$ cat config.mk
export PLATFORM = sky130hd
export DESIGN_NAME = hbg_bridge_ctrl
export DESIGN_NICKNAME = d
export VERILOG_FILES = /design/src/hbg_pkg.sv /design/src/hbg_bridge_ctrl.sv /design/src/hbg_sync.sv /design/src/hbg_timer.sv
export VERILOG_INCLUDE_DIRS = /design/src
export SDC_FILE = /design/constraint.sdc
export NUM_CORES = 1
export LEC_CHECK = 0
export BUFFER_PORTS_ARGS = -buffer_cell sky130_fd_sc_hd__buf_2
export CAP_MARGIN = 10
export CORE_MARGIN = 3
export CORE_UTILIZATION = 58
export CTS_CLUSTER_DIAMETER = 100
export DETAILED_ROUTE_END_ITERATION = 8
export PLACE_DENSITY = 0.84
export SYNTH_ARGS = -nofsm -noshare
export SYNTH_HDL_FRONTEND = slang
export SYNTH_SLANG_ARGS = --single-unit
$ cat constraint.sdc
create_clock -name clk_sys_i -period 2.75 [get_ports clk_sys_i]
set_input_delay 0.1375 -clock clk_sys_i [delete_from_list [all_inputs] [get_ports clk_sys_i]]
set_output_delay 0.1375 -clock clk_sys_i [all_outputs]
set_load 0.01 [all_outputs]
$ cat src/hbg_map.svh
// Purpose: constants for the bridge gate control and fault logic
// Assumes: 200 MHz system clock, period 5 ns
// Notes:   times held in ns, cycle counts derived below
// Operation
// - enabled: outputs follow polarity inputs, freewheel both
// - disable_a high: outputs high-z, flag low
// - enable low: tri-state at once, sleep, flag high
// - fully operational only while enable high
// - floating enable defaults to sleep mode
// - flag low on disable, undervoltage, faults
// - undervoltage tri-states, recovers automatically without toggle
// - short or overtemp latches outputs off, flag
// - disable_a fall or enable rise clears latch
// - overtemp clear thresholds differ per input
// - current limit tri-states for fixed off time
// - blanking restarts each transition, masks current limit
// - hot lowers limit, hotter trips overtemp latch
// - power cycle clears latched fault
// - blanking interval 16.5 us typical
// - latch-off within 8.0 us of detection
`ifndef HBG_MAP_SVH
`define HBG_MAP_SVH
`define HBG_CLK_PERIOD_NS  5
`define HBG_OFF_TIME_NS    20000
`define HBG_BLANK_TIME_NS  16500
`define HBG_LATCH_MAX_NS   8000
`define HBG_OFF_CYCLES     (`HBG_OFF_TIME_NS / `HBG_CLK_PERIOD_NS)
`define HBG_BLANK_CYCLES   (`HBG_BLANK_TIME_NS / `HBG_CLK_PERIOD_NS)
`define HBG_LATCH_CYCLES   (`HBG_LATCH_MAX_NS / `HBG_CLK_PERIOD_NS)
`define HBG_TIMER_W        13
`endif

$ cat src/hbg_pkg.sv
// Purpose: types for the bridge gate control and fault logic
// Assumes: nothing beyond the header constants
// Notes:   states and pin bundles
package hbg_pkg;
   typedef enum logic [2:0] {
      HBG_SLEEP   = 3'b000,
      HBG_RUN     = 3'b001,
      HBG_CHOP    = 3'b010,
      HBG_LATCHED = 3'b011,
      HBG_UVLO    = 3'b100
   } hbg_state_t;
   // synchronised control inputs
   typedef struct packed {
      logic polarity_in_a;
      logic polarity_in_b;
      logic disable_a;
      logic enable_disable_b;
   } hbg_ctrl_t;
   // synchronised analog comparator flags
   typedef struct packed {
      logic undervoltage;
      logic short_circuit;
      logic over_current;
      logic temp_fold;
      logic temp_trip;
      logic temp_clear_hyst;
   } hbg_sense_t;
   // one half-bridge: level and output enable (low = driving)
   typedef struct packed {
      logic level;
      logic oe_n;
   } hbg_leg_t;
endpackage

$ cat src/hbg_bridge_ctrl.sv
// Purpose: gate control and protection of a two-leg bridge driver
// Assumes: analog comparators deliver digital flags; reset = power cycle
// Notes:   all pin inputs pass a two-flop synchroniser first
`timescale 1ns/100ps
`include "hbg_map.svh"
module hbg_bridge_ctrl #(
   parameter int OFF_CYCLES   = `HBG_OFF_CYCLES,
   parameter int BLANK_CYCLES = `HBG_BLANK_CYCLES
) (
   // clock and reset
   input  wire logic clk_sys_i,
   input  wire logic reset_i,
   // control pins from the controller
   input  wire logic polarity_in_a_i,
   input  wire logic polarity_in_b_i,
   input  wire logic disable_a_i,
   input  wire logic enable_disable_b_i,
   // comparator flags from the analog side
   input  wire logic undervoltage_i,
   input  wire logic short_circuit_i,
   input  wire logic over_current_i,
   input  wire logic over_current_fold_i,
   input  wire logic temp_fold_i,
   input  wire logic temp_trip_i,
   input  wire logic temp_clear_hyst_i,
   // bridge legs, output enable low while driving
   output logic      bridge_out_a_o,
   output logic      bridge_out_a_oe_n_o,
   output logic      bridge_out_b_o,
   output logic      bridge_out_b_oe_n_o,
   // open-drain fault flag, enable low pulls the pin low
   output logic      fault_flag_n_o,
   output logic      fault_flag_oe_n_o,
   // status
   output logic      sleep_o,
   output logic      fold_active_o
);
   localparam int TW = `HBG_TIMER_W;
   hbg_pkg::hbg_ctrl_t  ctrl;
   hbg_pkg::hbg_sense_t sense;
   hbg_pkg::hbg_state_t state;
   hbg_pkg::hbg_state_t next_state;
   hbg_pkg::hbg_leg_t   next_leg_a;
   hbg_pkg::hbg_leg_t   next_leg_b;
   logic       oc_fold;
   logic       oc_hit;
   logic       dis_a_q;
   logic       en_q;
   logic       clear_en;
   logic       clear_dis;
   logic       ot_latched;
   logic       latch_req;
   logic       off_busy;
   logic       blank_busy;
   logic       drive_q_a;
   logic       drive_q_b;
   logic       drive_now;
   logic       transition;
   logic       next_flag_n;
   initial begin
      if (OFF_CYCLES < 1 || OFF_CYCLES >= (1 << TW))
         $error("hbg_bridge_ctrl: OFF_CYCLES out of range");
      if (BLANK_CYCLES < 1 || BLANK_CYCLES >= (1 << TW))
         $error("hbg_bridge_ctrl: BLANK_CYCLES out of range");
   end
   // control pins; enable resets low so a floating pin means sleep
   hbg_sync #(.WIDTH(4), .RESET_VAL(4'h2)) u_sync_ctrl (
      .clk_sys_i (clk_sys_i),
      .reset_i   (reset_i),
      .async_i   ({polarity_in_a_i, polarity_in_b_i, disable_a_i,
                   enable_disable_b_i}),
      .sync_o    (ctrl)
   );
   // analog flags
   hbg_sync #(.WIDTH(6), .RESET_VAL(6'h00)) u_sync_sense (
      .clk_sys_i (clk_sys_i),
      .reset_i   (reset_i),
      .async_i   ({undervoltage_i, short_circuit_i, over_current_i,
                   temp_fold_i, temp_trip_i, temp_clear_hyst_i}),
      .sync_o    (sense)
   );
   // folded current comparator
   hbg_sync #(.WIDTH(1), .RESET_VAL(1'h0)) u_sync_oc (
      .clk_sys_i (clk_sys_i),
      .reset_i   (reset_i),
      .async_i   (over_current_fold_i),
      .sync_o    (oc_fold)
   );
   // threshold picks the folded comparator when hot
   assign oc_hit = sense.temp_fold ? oc_fold : sense.over_current;
   // edge history of the clearing inputs
   always_ff @(posedge clk_sys_i) begin
      if (reset_i) begin
         dis_a_q <= 1'b1; // pin idles high, no false fall
         en_q    <= 1'b0;
      end else begin
         dis_a_q <= ctrl.disable_a;
         en_q    <= ctrl.enable_disable_b;
      end
   end
   // enable rise clears below trip; disable_a fall needs hysteresis
   assign clear_en  = ctrl.enable_disable_b & ~en_q &
                      (~ot_latched | ~sense.temp_trip);
   assign clear_dis = ~ctrl.disable_a & dis_a_q &
                      (~ot_latched | sense.temp_clear_hyst);
   // fault detection; blanking lets the short comparator act
   assign latch_req = sense.short_circuit | sense.temp_trip;
   // which cause latched, for the clear thresholds
   always_ff @(posedge clk_sys_i) begin
      if (reset_i) begin
         ot_latched <= 1'b0;
      end else if (state != hbg_pkg::HBG_LATCHED) begin
         ot_latched <= sense.temp_trip;
      end
   end
   // main state sequencing
   always_comb begin
      next_state = state;
      case (state)
         hbg_pkg::HBG_SLEEP: begin
            if (ctrl.enable_disable_b && latch_req)
               next_state = hbg_pkg::HBG_LATCHED;
            else if (ctrl.enable_disable_b)
               next_state = hbg_pkg::HBG_RUN;
         end
         hbg_pkg::HBG_RUN, hbg_pkg::HBG_CHOP: begin
            if (!ctrl.enable_disable_b)
               next_state = hbg_pkg::HBG_SLEEP;
            else if (latch_req)
               next_state = hbg_pkg::HBG_LATCHED;
            else if (sense.undervoltage)
               next_state = hbg_pkg::HBG_UVLO;
            else if (state == hbg_pkg::HBG_RUN && drive_now &&
                     oc_hit && !blank_busy)
               next_state = hbg_pkg::HBG_CHOP;
            else if (state == hbg_pkg::HBG_CHOP && !off_busy)
               next_state = hbg_pkg::HBG_RUN;
         end
         hbg_pkg::HBG_UVLO: begin
            if (!ctrl.enable_disable_b)
               next_state = hbg_pkg::HBG_SLEEP;
            else if (!sense.undervoltage)
               next_state = hbg_pkg::HBG_RUN;
         end
         hbg_pkg::HBG_LATCHED: begin
            if (clear_en || clear_dis)
               next_state = hbg_pkg::HBG_RUN;
            else if (!ctrl.enable_disable_b)
               next_state = hbg_pkg::HBG_SLEEP;
         end
         default: next_state = hbg_pkg::HBG_SLEEP;
      endcase
   end
   always_ff @(posedge clk_sys_i) begin
      if (reset_i) begin
         state <= hbg_pkg::HBG_SLEEP;
      end else begin
         state <= next_state;
      end
   end
   // outputs drive only in run state, disable_a low, no fault pending
   assign drive_now = (state == hbg_pkg::HBG_RUN) & ~ctrl.disable_a &
                      ~latch_req & ~sense.undervoltage;
   // track commanded levels so each output transition is seen
   always_ff @(posedge clk_sys_i) begin
      if (reset_i) begin
         drive_q_a <= 1'b0;
         drive_q_b <= 1'b0;
      end else begin
         drive_q_a <= ctrl.polarity_in_a;
         drive_q_b <= ctrl.polarity_in_b;
      end
   end
   assign transition = (drive_q_a != ctrl.polarity_in_a) |
                       (drive_q_b != ctrl.polarity_in_b) |
                       (drive_now & ~(next_leg_a.oe_n == 1'b0 &
                        bridge_out_a_oe_n_o == 1'b0));
   // off time after a current limit trip
   hbg_timer #(.WIDTH(TW)) u_off_timer (
      .clk_sys_i (clk_sys_i),
      .reset_i   (reset_i),
      .start_i   (state == hbg_pkg::HBG_RUN &&
                  next_state == hbg_pkg::HBG_CHOP),
      .load_i    (TW'(OFF_CYCLES)),
      .busy_o    (off_busy)
   );
   // blanking after every output transition
   hbg_timer #(.WIDTH(TW)) u_blank_timer (
      .clk_sys_i (clk_sys_i),
      .reset_i   (reset_i),
      .start_i   (transition),
      .load_i    (TW'(BLANK_CYCLES)),
      .busy_o    (blank_busy)
   );
   // next leg and flag values
   always_comb begin
      next_leg_a.level = ctrl.polarity_in_a;
      next_leg_b.level = ctrl.polarity_in_b;
      next_leg_a.oe_n  = ~drive_now;
      next_leg_b.oe_n  = ~drive_now;
      case (state)
         hbg_pkg::HBG_SLEEP:   next_flag_n = 1'b1;
         hbg_pkg::HBG_LATCHED: next_flag_n = 1'b0;
         hbg_pkg::HBG_UVLO:    next_flag_n = 1'b0;
         default:              next_flag_n = ~ctrl.disable_a;
      endcase
   end
   // registered outputs
   always_ff @(posedge clk_sys_i) begin
      if (reset_i) begin
         bridge_out_a_o      <= 1'b0;
         bridge_out_a_oe_n_o <= 1'b1;
         bridge_out_b_o      <= 1'b0;
         bridge_out_b_oe_n_o <= 1'b1;
         fault_flag_n_o      <= 1'b1;
         fault_flag_oe_n_o   <= 1'b1;
         sleep_o             <= 1'b1;
         fold_active_o       <= 1'b0;
      end else begin
         bridge_out_a_o      <= next_leg_a.level;
         bridge_out_a_oe_n_o <= next_leg_a.oe_n;
         bridge_out_b_o      <= next_leg_b.level;
         bridge_out_b_oe_n_o <= next_leg_b.oe_n;
         fault_flag_n_o      <= next_flag_n;
         fault_flag_oe_n_o   <= next_flag_n; // drives low only
         sleep_o             <= (state == hbg_pkg::HBG_SLEEP);
         fold_active_o       <= sense.temp_fold;
      end
   end
endmodule

$ cat src/hbg_sync.sv
// Purpose: two-flop synchroniser for a bundle of pin inputs
// Assumes: inputs asynchronous to clk_sys_i
// Notes:   first stage read only by second stage
`timescale 1ns/100ps
module hbg_sync #(
   parameter int WIDTH = 4,
   parameter logic [WIDTH-1:0] RESET_VAL = '0
) (
   // clock and reset
   input  wire logic             clk_sys_i,
   input  wire logic             reset_i,
   // data
   input  wire logic [WIDTH-1:0] async_i,
   output logic      [WIDTH-1:0] sync_o
);
   logic [WIDTH-1:0] stage1;
   initial begin
      if (WIDTH < 1) $error("hbg_sync: WIDTH must be at least 1");
   end
   // two flip-flop stages per bit
   always_ff @(posedge clk_sys_i) begin
      if (reset_i) begin
         stage1 <= RESET_VAL;
         sync_o <= RESET_VAL;
      end else begin
         stage1 <= async_i;
         sync_o <= stage1;
      end
   end
endmodule

$ cat src/hbg_timer.sv
// Purpose: down-counting interval timer with restart
// Assumes: load value fits WIDTH bits
// Notes:   busy stays high for exactly load cycles after start
`timescale 1ns/100ps
module hbg_timer #(
   parameter int WIDTH = 13
) (
   // clock and reset
   input  wire logic             clk_sys_i,
   input  wire logic             reset_i,
   // control
   input  wire logic             start_i,
   input  wire logic [WIDTH-1:0] load_i,
   output logic                  busy_o
);
   logic [WIDTH-1:0] count;
   initial begin
      if (WIDTH < 2) $error("hbg_timer: WIDTH must be at least 2");
   end
   // restart on start, else count down to zero
   always_ff @(posedge clk_sys_i) begin
      if (reset_i) begin
         count <= '0;
      end else if (start_i) begin
         count <= load_i;
      end else if (count != '0) begin
         count <= count - WIDTH'(1);
      end
   end
   assign busy_o = (count != '0);
endmodule

Word level (Yosys, flattened, before mapping) --
Index checks and enable logic that the tools add are counted.
Operators by class: bitwise operators 23, equal/unequal tests 8, muxes and demuxes 18, add/subtract/negate cells 2, reduce and logical (&&, ||, !) cells 18
Operator list (count):
- 12-bit 2-to-1 mux | 4
- 3-bit 2-to-1 mux | 11
- 13-bit nonzero test | 2
- 13-bit by 1-bit subtractor with 13-bit output (second input constant) | 2
- 3-bit one-hot mux with 4 select lines | 1
- 1-bit bitwise AND | 9
- 3-bit by 2-bit equality test with 1-bit output (second input constant) | 3
- 1-bit NOT | 9
- 2-bit OR reduction | 4
- 1-bit logical AND | 6
- 1-bit bitwise OR | 5
- 2-bit nonzero test | 2
- 3-bit by 1-bit equality test with 1-bit output (second input constant) | 1
- 3-bit equality test (second input constant) | 1
- 3-bit logical NOT | 1
- 3-bit by 2-bit != test with 1-bit output (second input constant) | 1
- 1-bit logical NOT | 2
- 1-bit != test | 2
- 1-bit one-hot mux with 2 select lines | 1
- 1-bit logical OR | 1
- 1-bit 2-to-1 mux | 1
Storage, ports and cells: logic and storage cells 89, input port bits 13, register bits after elaboration 60, output and inout port bits 8

Longest topological paths before layout --
Gate-level depths: netlist of the first run.
depth in word-level cells 15, mapped depth 7, mapped depth without buffers 7

Cells and area by module --
A second synthesis of the first run with hierarchy kept.
Second synthesis, totals: cell total of the unflattened synthesis 297, area, all modules 2736.4 sq um
By module, submodules not included:
- hbg_timer | sequential area each 260.2 sq um, cells each 89, area each 729.4 sq um, times used 2
- hbg_bridge_ctrl | sequential area each 240.2 sq um, cells each 74, area each 648.1 sq um, times used 1
- hbg_sync (u_sync_sense) | sequential area each 240.2 sq um, cells each 25, area each 366.6 sq um, times used 1
- hbg_sync (u_sync_ctrl) | sequential area each 160.2 sq um, cells each 16, area each 210.2 sq um, times used 1
- hbg_sync (u_sync_oc) | sequential area each 40.0 sq um, cells each 4, area each 52.6 sq um, times used 1

Worst setup path after synthesis of the first run --
No wires, ideal clock.
path kind register to register, from register u_blank_timer.count[2], to register u_blank_timer.count[11], stages on the path, launching flop included 6, buffers on the path 0, slack 0.852 ns, setup time 0.133 ns, required time 2.617 ns, data arrival time 1.766 ns, period minus slack after synthesis 1.898 ns, cells stage by stage dfxtp_1 or4_4 a211o_1 or4_1 xor2_1 a21oi_2
On the way: cells in the longest elaborated chain, start to end 3, elaborated cells on any way between the ends 5, those cells by class add/sub: 1; mux: 2; reduce/logical: 2
RTL lines:
- start, declared | line hbg_timer.sv:16 | logic [WIDTH-1:0] count;
- start signal, assigned | line hbg_timer.sv:25 | count <= load_i;
- start signal, assigned | line hbg_timer.sv:27 | count <= count - WIDTH'(1);
- 13-bit by 1-bit subtractor with 13-bit output | line hbg_timer.sv:27
- 12-bit 2-to-1 mux | line hbg_timer.sv:26 | end else if (count != '0) begin
- 12-bit 2-to-1 mux | line hbg_timer.sv:24 | end else if (start_i) begin
Parallel ways exist; a longest one is shown, timed or not. The select of a mux whose other input is x is not followed. A chain may end at the register's enable or synchronous reset.

Final worst setup path of the first run --
from register u_blank_timer.count[2], to register u_off_timer.count[3]
On the way: cells in the longest elaborated chain, start to end 11
RTL lines:
- 13-bit nonzero test | line hbg_timer.sv:30 | assign busy_o = (count != '0);
- 1-bit logical NOT | line hbg_bridge_ctrl.sv:134 | oc_hit && !blank_busy)
- 1-bit logical AND | line hbg_bridge_ctrl.sv:134
- 3-bit 2-to-1 mux | line hbg_bridge_ctrl.sv:133 | else if (state == hbg_pkg::HBG_RUN && drive_now &&
- 3-bit 2-to-1 mux | line hbg_bridge_ctrl.sv:131 | else if (sense.undervoltage)
- 3-bit 2-to-1 mux | line hbg_bridge_ctrl.sv:129 | else if (latch_req)
- 3-bit 2-to-1 mux | line hbg_bridge_ctrl.sv:127 | if (!ctrl.enable_disable_b)
- 3-bit one-hot mux with 4 select lines | line hbg_bridge_ctrl.sv:119 | case (state)
- 3-bit by 2-bit equality test with 1-bit output | line hbg_bridge_ctrl.sv:183 | next_state == hbg_pkg::HBG_CHOP),
- 1-bit logical AND | line hbg_bridge_ctrl.sv:182 | .start_i (state == hbg_pkg::HBG_RUN &&
- 2-bit OR reduction (no source line)
- end signal, assigned | line hbg_timer.sv:25
- end signal, assigned | line hbg_timer.sv:27
- end, declared | line hbg_timer.sv:16
Every way passes these cells.

==> results of run 1 <==
## layout by cell type (no fill, tap or decap), types with 2 or more instances in the layout
cell           instances
a211o_1                2
a211oi_1               2
a21oi_1                7
a31oi_1                8
and3_1                 2
buf_2                 20
buf_4                  3
clkbuf_8               9
clkinvlp_4             2
dfxtp_1               60
dlygate4sd3_1          3
ha_1                   4
inv_1                  7
inv_6                  4
mux2i_1                3
nand2_1               16
nand2b_1               6
nand3_1                8
nand3b_1               2
nand4_1                3
nor2_1                31
nor2b_1               24
nor3_1                 6
nor4_1                 2
nor4_2                 3
nor4b_1                2
o21ai_0                8
o21ai_1                3
o31ai_1                4
o41ai_1                2
or2_2                  4
or4_1                  4
xnor2_1                5
xor2_1                11
## cell type report
type	instances	area [um2]	share of cell area, %
multi-input cells	191	1220	43.0
repair buffers	26	153	5.37
flip-flops and latches	60	1200	42.3
well taps	50	62.6	2.20
inverters	7	26.3	0.924
clock inverters	7	55.1	1.94
clock buffers	9	124	4.36
## through the flow
stage                     total power (uW)  hold slack, ps  utilization (%)  instances  setup WS [ps]
after detailed placement              2100             325             64.5        331            707
after floorplan                       1900             241                -        269            852
after CTS                             2830            3.04             69.6        350            675
after global routing                  3040            2.01             69.6        350            471
after global placement                2080             322             64.5        331            769
final                                 2820            10.7             69.6        350            681
## worst max-delay path: stages, from the launching register on
cell	delay, ps
dfxtp_1	360
nor4_2	450
nand4_2	290
or4b_4	610
nand2b_2	160
a21oi_1	70
## kinds of logic (layout without fill, tap and decap cells)
| family | count (synthesis) | after routing | synth area share (%) |
|---|---|---|---|
| simple gates | 122 | 122 | 27.4 |
| fa+ha+maj | 4 | 4 | 1.99 |
| flops | 60 | 60 | 47.7 |
| xor+xnor | 16 | 16 | 5.56 |
| compound gates | 44 | 44 | 11.5 |
| buf+inv | 18 | 49 | 3.87 |
| mux | 5 | 5 | 2.09 |
## metal layers
layer	routed length [um]	GRT usage, %
met5	0	0
met4	63	7.72
met3	184	8.31
met2	2260	33.5
met1	1990	22.0
## sequential cells by signal, indices dropped and copies added, names as in the netlist
name / count
u_blank_timer.count: 13
u_off_timer.count: 13
u_sync_sense.stage1: 6
u_sync_sense.sync_o: 6
u_sync_ctrl.stage1: 4
u_sync_ctrl.sync_o: 4
state: 3
bridge_out_a_o: 1
bridge_out_b_o: 1
bridge_out_b_oe_n_o: 1
dis_a_q: 1
en_q: 1
fault_flag_oe_n_o: 1
fold_active_o: 1
ot_latched: 1
sleep_o: 1
u_sync_oc.stage1: 1
u_sync_oc.sync_o: 1
## power breakdown
group / switching [uW] / leakage, uW / internal, uW
sequential: 162 / 0.000494 / 1020
clock: 381 / 0.0000870 / 337
combinational: 506 / 0.000539 / 421
total: 1050 / 0.00112 / 1780
## Yosys cell counts (2+ instances only)
library cell	n	area [um2]
inv_1	7	26.3
buf_2	2	10.0
a21oi_1	7	35.0
nand2b_1	6	37.5
o21ai_0	8	40.0
nor2_1	31	116
xnor2_1	5	43.8
nand3b_1	2	15.0
nor4b_1	2	17.5
nand3_1	8	40.0
nor4_1	2	12.5
mux2i_1	3	30.0
nor3_1	6	30.0
nor4_2	3	37.5
dfxtp_1	60	1200
a31oi_1	8	50.1
nand4_1	3	18.8
xor2_1	11	96.3
nand2_1	16	60.1
o21ai_1	3	15.0
or2_2	4	25.0
nor2b_1	24	150
ha_1	4	50.1
a211o_1	2	17.5
o41ai_1	2	17.5
o31ai_1	4	30.0
and3_1	2	12.5
buf_4	2	15.0
clkbuf_1	5	18.8
a211oi_1	2	15.0
or4_1	4	30.0
clkbuf_8	2	27.5
## worst max-delay path by stage
stage	start	to	slack, ps	depth (start not counted)
final	u_blank_timer.count[2]	u_off_timer.count[3]	680	5
after global routing	u_blank_timer.count[8]	u_off_timer.count[3]	470	5
after CTS	u_blank_timer.count[2]	u_off_timer.count[3]	670	5
after detailed placement	u_blank_timer.count[2]	u_off_timer.count[1]	710	5
after global placement	u_blank_timer.count[8]	u_off_timer.count[1]	770	5
after floorplan	u_blank_timer.count[2]	u_blank_timer.count[11]	850	5
## timing repair
action | CTS | global route
hold endpoints to repair | 3 | 0
buffers inserted | 0 | 0
hold buffers | 3 | 0
==> results.txt, run 1 <==
The register clock-pin slew on the reported worst setup and hold paths is 70 ps. TritonCTS built the clock tree. The number of buffers inserted during clock tree synthesis came out at 9. The height of the chip is ~72 um. The number of placement rows is 23. The count of buffers inserted at the top-level ports is 20.

The detailed router's first-iteration violation count came out at 60. In the finished design, the share of the clock period the worst path needs comes to 75.2%. Summed over all cells, the static leakage comes to ~0.0011 uW. The leftover overflow at the end of global routing came out at 0. The repair_antennas step left the layout with diodes totalling 0. Derived from the worst setup path, the maximum achievable clock frequency is approximately 480 MHz. The max-slew violation total from the final report is 0. The number of antenna violations at the first check in global routing is 0.

The later pin in the worst-skew pair is clocked with a latency of 340 ps. The number of optimization iterations in the first detailed-route pass came out at 4. The area of all placed cells without fillers is between 2000 and 3000 um2.

The reg2reg setup slack is between 600 and 700 ps. The via count of the first global-routing pass is approximately 1800. Cells with a size suffix above 1 make up a little under a fifth of the layout. Of all nets on the critical path, the largest fanout is 8.

Setup violations remaining at the end of the flow were counted as 0. The number of cells traversed by the worst register-to-register path came out at 5. The critical path in this run is classified as flop to flop.

The number of cells traversed by the worst hold path is 2. The sequential fraction of the synthesis area is between 40% and 50%. The shortest clock period the worst path allows after layout is approximately 2100 ps. The remaining antenna violation count after routing came out at 0. The count of endpoints failing hold in the final timing report is 0. The clock root buffer is clkbuf_8. Global routing consumed, over all layers together, ~20% of the routing resources. The path with the worst hold slack has its endpoint at u_sync_sense.stage1[5]. Across the VDD grid, the largest voltage drop is 0.567 mV. The cell area after synthesis is 2520 um2. The worst slew margin relative to its limit is 41.6%.

In this run the number of H-tree levels came out at 3. The signal arrival time at the worst endpoint came out at 2280 ps. In this run the critical register-to-register path is captured at u_off_timer.count[3].

The starting utilization of the core area came out at slightly above 60%. The number of warnings reported in the yosys synthesis log came out at 0. The last weighted congestion value of the routability-driven placer came out at between 0.8 and 0.9.

The share of flip-flops with an asynchronous set or reset after synthesis is 0%. The post-synthesis instance total came out at roughly 270. The synthesized design contains 60 register bits. The mean number of vias per cell is 5.39.

The number of enable flip-flop cells after synthesis is 0. In this run, post-CTS repair resized a total of 0 instances. The fill cell total of the finished layout came out at roughly 320. Setup repair after global routing left no endpoint under its margin.

The required time of the worst setup path came out at a little under 3000 ps. The pin count of the biggest net entering global routing is 26. The count of max-cap constraint violations came out at 0.

The average detailed-routed wire length per instance came out at 12.9 um. The standard cell area after detailed placement is between 2000 and 3000 um2. The worst register-to-register path begins at u_blank_timer.count[2]. The relative area change from synthesis to final layout is 12.8%. The routed wire length came out at between 4000 and 5000 um. The number of nets in the layout came out at 312.

The flow ran to the end, and the final reports show no timing, DRC or antenna violations. The worst setup path is launched from a flop. Pin placement for this block handled 21 I/O pins. The horizontal die dimension is just over 70 um.

The cell area power density is a little under 1000 nW/um2. The via count of the routed design came out at 1887. The count of unique library cells instantiated by Yosys is 51. After detailed routing, the number of remaining DRC violations is 0. The class of the most critical hold timing path is input port to flop.

The kind of capture point of the worst setup path is a flop. The longest clock path from root to sink contains 2 buffers. The area of the die is between 5000 and 6000 um2. After synthesis, the mean cell area works out to 9.37 um2. The first global-routing pass estimated about 7800 um of wire. The final setup skew is around 14 ps. The half-perimeter wire length of the detailed placement result is a little over 3000 um. The worst-margin pin slew came out at roughly 870 ps.

The total negative slack for setup checks is 0 ps. The most used flip-flop cell after synthesis is dfxtp_1. The placeable core region is between 4000 and 5000 um2. The synthesized netlist net count is 286. The startpoint of the tightest hold check path is undervoltage_i. The total clock sinks came out at 60.
(Power assumes the default switching activity.)
==> run 2: changes to the inputs <==
--- a/config.mk
+++ b/config.mk
@@ -9,10 +9,10 @@
 export BUFFER_PORTS_ARGS = -buffer_cell sky130_fd_sc_hd__buf_2
 export CAP_MARGIN = 10
 export CORE_MARGIN = 3
-export CORE_UTILIZATION = 58
+export CORE_UTILIZATION = 53
 export CTS_CLUSTER_DIAMETER = 100
 export DETAILED_ROUTE_END_ITERATION = 8
-export PLACE_DENSITY = 0.84
+export PLACE_DENSITY = 0.81
 export SYNTH_ARGS = -nofsm -noshare
 export SYNTH_HDL_FRONTEND = slang
 export SYNTH_SLANG_ARGS = --single-unit
==> constraint.sdc (replaced) <==
create_clock -name clk_sys_i -period 1.7 [get_ports clk_sys_i]
set_input_delay 0.085 -clock clk_sys_i [delete_from_list [all_inputs] [get_ports clk_sys_i]]
set_output_delay 0.085 -clock clk_sys_i [all_outputs]
set_load 0.01 [all_outputs]
==> run 2 against run 1 <==
Net effect: the run now ends with negative setup slack left; maximum frequency up 2.7%; cell count is 17% higher; setup slack worse by 1000 ps; non-clock buffer count up 57; largest power group is now combinational logic; clock skew is essentially flat; global-route usage up 7.8 points; worst hold slack improved by 170 ps; routed wire length up 66%; critical path type unchanged; final area increased by 23%.
==> results.txt, run 2 (synthesis gave the netlist of run 1 again) <==
The global-route usage over all layers is between 20% and 30%. The number of cells traversed by the worst hold path is 2. Setup repair after global routing could not meet its margin everywhere.

The average detailed-routed wire length per instance came out at 18.3 um. The worst hold-check slack is between 150 and 200 ps. The routed wire length is between 7000 and 8000 um. The most frequent standard cell in the layout excluding fill and tap cells is dfxtp_1. The smallest setup slack after layout is -315 ps. The clock latency reported for the late side of the worst-skew pair is between 300 and 400 ps. The last weighted congestion value of the routability-driven placer is roughly 0.9. The pin count of the biggest net entering global routing is 30. The horizontal die dimension came out at ~75 um. The worst setup path is captured at a flop. The remaining antenna violation count after routing is 0. The number of nets in the layout came out at between 300 and 400.

The signal arrival time at the worst endpoint is between 2000 and 2500 ps. The total number of H-tree levels came out at 3. Cells with a size suffix above 1 make up 36.7% of the layout. Static timing analysis puts the maximum clock frequency at between 400 and 500 MHz. In this run the worst hold path is classified as input port to flop. The library cells used most frequently in the layout, excluding fill and tap cells, are dfxtp_1 (56), buf_4 (46), nor2_1 (30). The start-to-end type of the worst setup path is flop to flop. The design draws between 5000 and 6000 uW. The setup violation total in the final timing report came out at 22. Of the available clock period, the critical path in the final layout requires 119%. The worst slew margin relative to its limit is 61.5%. The mean number of vias per cell came out at 5.89. The worst setup path is launched from a flop. CTS saw 60 sinks. The count of endpoints failing hold in the final timing report came to 0. The number of antenna violations at the first check in global routing came to 0.

The number of diodes added for antenna fixing came out at 0. On the worst path, the slowest cell contributes a delay of around 550 ps. The maximum fanout count along the critical path came out at 3.

CTS placed an instance of clkbuf_8 at the clock tree root. The core region is 4470 um2. TritonCTS built the clock tree.

The via count of the first global-routing pass came out at between 2000 and 2500. The checks that failed: negative setup slack. The register clock-pin slew on the reported worst setup and hold paths is 70 ps. The required time of the worst setup path is about 2000 ps. The max-slew violation total from the final report is 0. The number of buffers inserted during clock tree synthesis came out at 9.

The worst-margin pin slew came out at around 570 ps. The starting utilization of the core area came out at about 56%. The largest registers in the layout are u_blank_timer.count (13), u_off_timer.count (13). The first global-routing pass estimated between 10000 and 15000 um of wire. The via count of the routed design is about 2400. The final setup skew came out at roughly 14 ps. The leakage power is roughly 0.0015 uW. The shortest clock period the worst path allows after layout is slightly above 2000 ps.

The count of max-cap constraint violations is 0. The clock tree buffer depth is 2. The cell area power density is approximately 1600 nW/um2. The remaining routing DRC violations is 0.

The half-perimeter wire length of the detailed placement result came out at about 3800 um. The signal on the critical path passes through or4_4, buf_4, nor3_4, nand3_2, or4_1, a31oi_1. 21 I/O pins were placed. The run finished, with violations left. The total negative slack for setup checks came out at -2700 ps.

The worst ir drop on vdd came out at between 0.8 and 0.9 mV. The height of the chip is around 75 um. The leftover overflow at the end of global routing came out at 0.

The detailed router's first-iteration violation count came out at 163. Relative to the synthesized area, the layout overhead comes to 39.1%. The number of optimization iterations in the first detailed-route pass is 4. The slowest cell on the critical path is or4_4. Buffers placed on the I/O ports in this run total 20. The number of cells traversed by the worst register-to-register path came out at 6. The utilization of the core after routing came out at 78.3%. The area of the die came out at 5620 um2. Row generation in the floorplan step produced 24 rows.
==> run 2: changes by cell type in the layout (fill, tap and decap cells not counted), sizes merged <==
cell and delta:
buf +49, clkinv +2, clkinvlp -1, inv -4
bufinv +1, dlygate4sd3 +8, clkbuf +2
==> run 2: where the power goes <==
| group | internal [uW] | switching (uW) |
|---|---|---|
| registers | 1650 | 205 |
| clock network | 670 | 574 |
| logic | 1280 | 1320 |
| total | 3610 | 2100 |
==> run 2: layer usage <==
layer  part of all wire [%]  global-route usage [%]  vias to the layer above  wire [um]
li1                       -                       -                     1104          -
met1                     40                    30.3                     1176       3000
met2                     51                    48.5                      101       3770
met3                    5.3                    9.35                       30        394
met4                    4.0                    11.1                        0        300
met5                      0                       0                        -          0
==> run 2: final timing paths <==
check / startpoint / end / slack, ps
worst min register to register: u_sync_sense.stage1[5] / u_sync_sense.sync_o[5] / 450
worst max register to register: u_blank_timer.count[2] / u_blank_timer.count[10] / -310
worst min-delay path: reset_i / u_sync_sense.stage1[4] / 180
worst max-delay path: u_blank_timer.count[2] / u_blank_timer.count[10] / -310
==> run 2: cell type report <==
class | instances | area (um2)
clock buffers | 11 | 131
clock inverters | 5 | 52.6
fillers | 233 | 970
inverters | 7 | 26.3
multi-input cells | 191 | 1400
flip-flops and latches | 60 | 1210
well taps | 52 | 65.1
repair buffers | 83 | 623
==> run 2: through the flow <==
step,setup WS [ps],instance area (um2),instances
after floorplan,-195,2540,269
after global placement,-168,2970,374
after detailed placement,-257,2970,374
after CTS,-241,3360,404
after global routing,-376,3500,409
final,-315,3500,409
==> run 2: repair_timing <==
action / CTS / global route
buffers inserted: 3 / 5
hold buffers: 11 / 0
gates resized for setup: 22 / 20
pin swaps: 9 / 9
hold endpoints to repair: 11 / 0
setup endpoints to repair: 19 / 26
==> run 2: critical path: cells and delay by family, from the launching register on <==
kind,cells,cell delay (ps)
simple gates,4,1250
flops,1,330
compound gates,1,180
buf+inv,1,160
==> run 3: changes to the inputs <==
--- a/config.mk
+++ b/config.mk
@@ -6,6 +6,7 @@
 export SDC_FILE = /design/constraint.sdc
 export NUM_CORES = 1
 export LEC_CHECK = 0
+export ABC_AREA = 1
 export BUFFER_PORTS_ARGS = -buffer_cell sky130_fd_sc_hd__buf_2
 export CAP_MARGIN = 10
 export CORE_MARGIN = 3
==> run 3 against run 2 <==
Net effect: the flow now finishes without violations; die area up 3.7%; power fell by 8.5%; area after synthesis increased by 4.0%; cell count grew 15%; sequential share of layout area rose by 2.1 points; global-route usage shrank 8.8 points.
==> results.txt, run 3 <==
The flow ran to the end, and the final reports show no timing, DRC or antenna violations. The number of optimization iterations in the first detailed-route pass is 4. Summed over all nets, the half-perimeter wirelength after detailed placement is between 3000 and 4000 um. The largest registers in the layout are u_blank_timer.count (13), u_off_timer.count (13). The fraction of the cycle the final worst path needs came out at slightly below 100%. The post-synthesis instance total came out at between 300 and 400.

The relative area change from synthesis to final layout is 26.3%. Ranked by total cell area, the synthesized netlist is headed by dfxtp_1 (46%), nor2_1 (9.3%), inv_1 (9.0%). The number of warnings reported in the yosys synthesis log came out at 0. The number of cells traversed by the worst hold path is 3. Setup slack on the critical path of the routed design comes to 15.2 ps. The average detailed-routed wire length per instance is 11.6 um. The non-filler instance count after layout came out at roughly 470. The leakage power came out at ~0.0016 uW. The TritonCTS clock tree is built. The last weighted congestion value of the routability-driven placer is between 0.8 and 0.9. In this run the standard cell core region covers about 4600 um2.

Combinational logic burns between 30% and 40% of the power. The via count of the first global-routing pass came out at 2146. The end point of the worst hold path is bridge_out_b_oe_n_o.

The synthesis-stage register bit count is 60. The count of unique library cells instantiated by Yosys came out at 30. Wires add up to ~5500 um. Of the total power, registers draw a little over a third. The setup violation total in the final timing report came out at 0. Measured against its own limit, the worst slew margin works out to 73.0%.

The tool flagged a number of max-cap violations equal to 0. The die is roughly 76 um tall. The required time of the worst setup path came out at 1960 ps. The worst setup path is of the flop to flop kind.

The worst register-to-register path begins at u_off_timer.count[8]. The worst stage delay on the critical path came out at 350 ps. The count of buffers inserted at the top-level ports is 20.

The share of flip-flops with an asynchronous set or reset after synthesis came out at 0%. The finished cells cover around 3300 um2. The setup slack at placement is -28.7 ps.

The count of endpoints failing hold in the final timing report is 0. The maximum fanout count along the critical path is 7. The number of cells traversed by the worst register-to-register path came out at 13.

The post-synthesis average cell area came out at 7.38 um2. The synthesized netlist net count came out at between 300 and 400. The critical path's most frequent cell is nand2_1. TritonCTS created 9 clock buffers. Leaving out fill and tap cells, the most frequent cell in the layout is inv_1. The mean number of vias per cell came out at 4.88. The slowest cell on the critical path is dfxtp_1.

In this run the clock root is driven by a clkbuf_8. The setup check on the worst reg-to-reg path leaves a slack of ~15 ps. The horizontal die dimension came out at between 70 and 80 um. Global routing consumed, over all layers together, roughly a fifth of the routing resources. The worst ir drop on vdd is between 1 and 1.5 mV. The global-route wire length before repair is a little under 9000 um. The cell area power density came out at approximately 1600 nW/um2. The detailed router placed around 2300 vias in this run. The initial utilization of the core area, before any placement, comes to ~57%. The clock tree buffer depth came out at 2.

The leftover overflow at the end of global routing is 0. The cell area after synthesis is ~2600 um2. Traced cell by cell, the critical path runs through nor2_2, nand2_1, nor2_4, nand3_2, nand2_2, nand2_1, nand2_1, nand2_1, nand2_2, nand2_2, nand3_4, nand2_8, nor2_2. After synthesis, flip-flops and latches occupy ~46% of the total area. The maximum frequency from static timing analysis is a little under 600 MHz. The number of antenna violations at the first check in global routing is 0. The worst-margin pin slew came out at about 400 ps.

The standard cell area after detailed placement came out at 2830 um2. 21 I/O pins were placed. The final setup skew is about 9.3 ps. The sort of element at the start of the critical path is a flop. Counting instances in the post-synthesis netlist gives the leading cell types as nor2_1 (65), inv_1 (63), dfxtp_1 (60). The fraction of layout cells with a size suffix above 1 came out at between 20% and 30%.

The number of placement rows is 24. The number of nets in the layout is around 420. The signal arrival time at the worst endpoint came out at around 2000 ps. Among all flip-flop cells after synthesis, the most frequent one is dfxtp_1.

Counting every sink on the clock net gives 60. The remaining antenna violation count after routing came out at 0. The register clock-pin slew on the reported worst setup and hold paths came out at ~70 ps. The number of cells on the critical path is 13.

The top cell types in the final layout, fill and taps aside, are inv_1 (58), dfxtp_1 (53), nor2_1 (51). The number of diodes added for antenna fixing is 0. The tightest min-delay check is of the input port to flop type. The area of the die came out at between 5000 and 6000 um2.

Setup repair after global routing could not meet its margin everywhere. The number of enable flip-flop cells after synthesis came out at 0. The net load switching power came out at ~1900 uW. In this run the number of H-tree levels came out at 3. STA classifies the critical path endpoint as a flop. The number of placed instances, taps included, is ~440. The clock latency reported for the late side of the worst-skew pair came out at approximately 330 ps. The sum of buffers and inverters on the critical path came out at 0. The remaining routing DRC violations came out at 0. The max-slew violation total from the final report came out at 0. The relative contribution of the clock network to total power is around a quarter.

The detailed router's first-iteration violation count came out at between 100 and 150. The largest total area in the synthesized netlist belongs to dfxtp_1. The net switching share of the total power came out at approximately 36%. The startpoint identified for the worst hold timing path is reset_i.

The largest delay contributor family on the critical path is simple AND/OR/NAND/NOR gates. The worst register-to-register path ends at u_off_timer.count[1]. Cell internal power was estimated by the tool at 3320 uW. The shortest clock period the worst path allows after layout came out at 1680 ps. The pin count of the biggest net entering global routing came out at 42. The most common cell in the netlist is nor2_1.

The share of synthesized area in the top cell type comes to between 40 and 50%.
[run 3: cell types whose count changed after synthesis, sizes merged, moves of 6 or more]
cell / before / now
a21oi: 8 / 27
inv: 7 / 66
nand3: 8 / 17
nor2: 31 / 70
a31oi: 8 / 2
nor2b: 24 / 0
nand2b: 7 / 0
nand2: 16 / 57
[run 3: worst max path at each step]
stage,endpoint,start
3_5_place_dp,u_off_timer.count[1],u_blank_timer.count[0]
2_1_floorplan,u_off_timer.count[1],u_blank_timer.count[0]
4_1_cts,u_off_timer.count[6],u_blank_timer.count[0]
5_1_grt,u_off_timer.count[1],u_sync_sense.sync_o[5]
6_report,u_off_timer.count[1],u_off_timer.count[8]
3_3_place_gp,u_off_timer.count[1],u_blank_timer.count[0]
[run 3: cell families after synthesis]
logic type                 after synthesis  share of synthesized area [%]
AOI/OAI and AO/OA                       43                           9.26
and+or+nand+nor                        164                           28.6
adders and majority gates                4                           1.91
xor gates and xnor gates                11                           3.68
buffers and inverters                   73                           10.7
DFF                                     60                           45.8
[run 3: area by class of cell]
| cell class | instances | area [um2] |
|---|---|---|
| Tap cell | 65 | 81.3 |
| Fill cell | 338 | 1250 |
| Inverter | 66 | 248 |
| Clock buffer | 12 | 145 |
| Sequential cell | 60 | 1210 |
| Clock inverter | 4 | 72.6 |
| Multi-Input combinational cell | 222 | 1250 |
| Timing Repair Buffer | 43 | 300 |
[run 3: worst reg2reg max path: stages, from the launching register on]
cell,delay (ps)
dfxtp_1,350
nor2_2,140
nand2_1,140
nor2_4,140
nand3_2,110
nand2_2,80
nand2_1,50
nand2_1,50
nand2_1,60
nand2_2,70
nand2_2,60
nand3_4,160
nand2_8,90
nor2_2,130
[run 3: power by group through the flow]
stage          Combinational [uW]  Sequential (uW)  Clock (uW)
2_1_floorplan                1270             1800           0
3_3_place_gp                 1610             1830           0
3_5_place_dp                 1650             1840           0
4_1_cts                      1740             1810        1400
5_1_grt                      2240             1860        1470
6_report                     1990             1840        1390
[run 3: timing repair]
| item | CTS | global route |
|---|---|---|
| endpoints found under the setup margin | 8 | 15 |
| pin swaps | 4 | 11 |
| hold buffers | 11 | 0 |
| resized for setup | 10 | 33 |
| hold endpoints to repair | 11 | 0 |
| buffers inserted | 2 | 2 |
[run 3: metrics by stage]
step	util, %	total power [uW]	hold WS, ps	setup TNS [ps]
global placement	62.0	3440	269	0
floorplan	-	3070	189	0
finish	72.6	5220	148	0
detailed placement	62.0	3490	270	-94.7
global route	72.6	5580	166	-1640
CTS	70.0	4950	98.6	-9.01
[run 3: per-layer routing]
| metal | global-route usage, % | part of all wire, % | wire (um) |
|---|---|---|---|
| met5 | 0 | 0 | 0 |
| met4 | 8.70 | 2.8 | 156 |
| met3 | 5.56 | 3.9 | 215 |
| met2 | 31.0 | 51 | 2770 |
| met1 | 22.2 | 43 | 2340 |
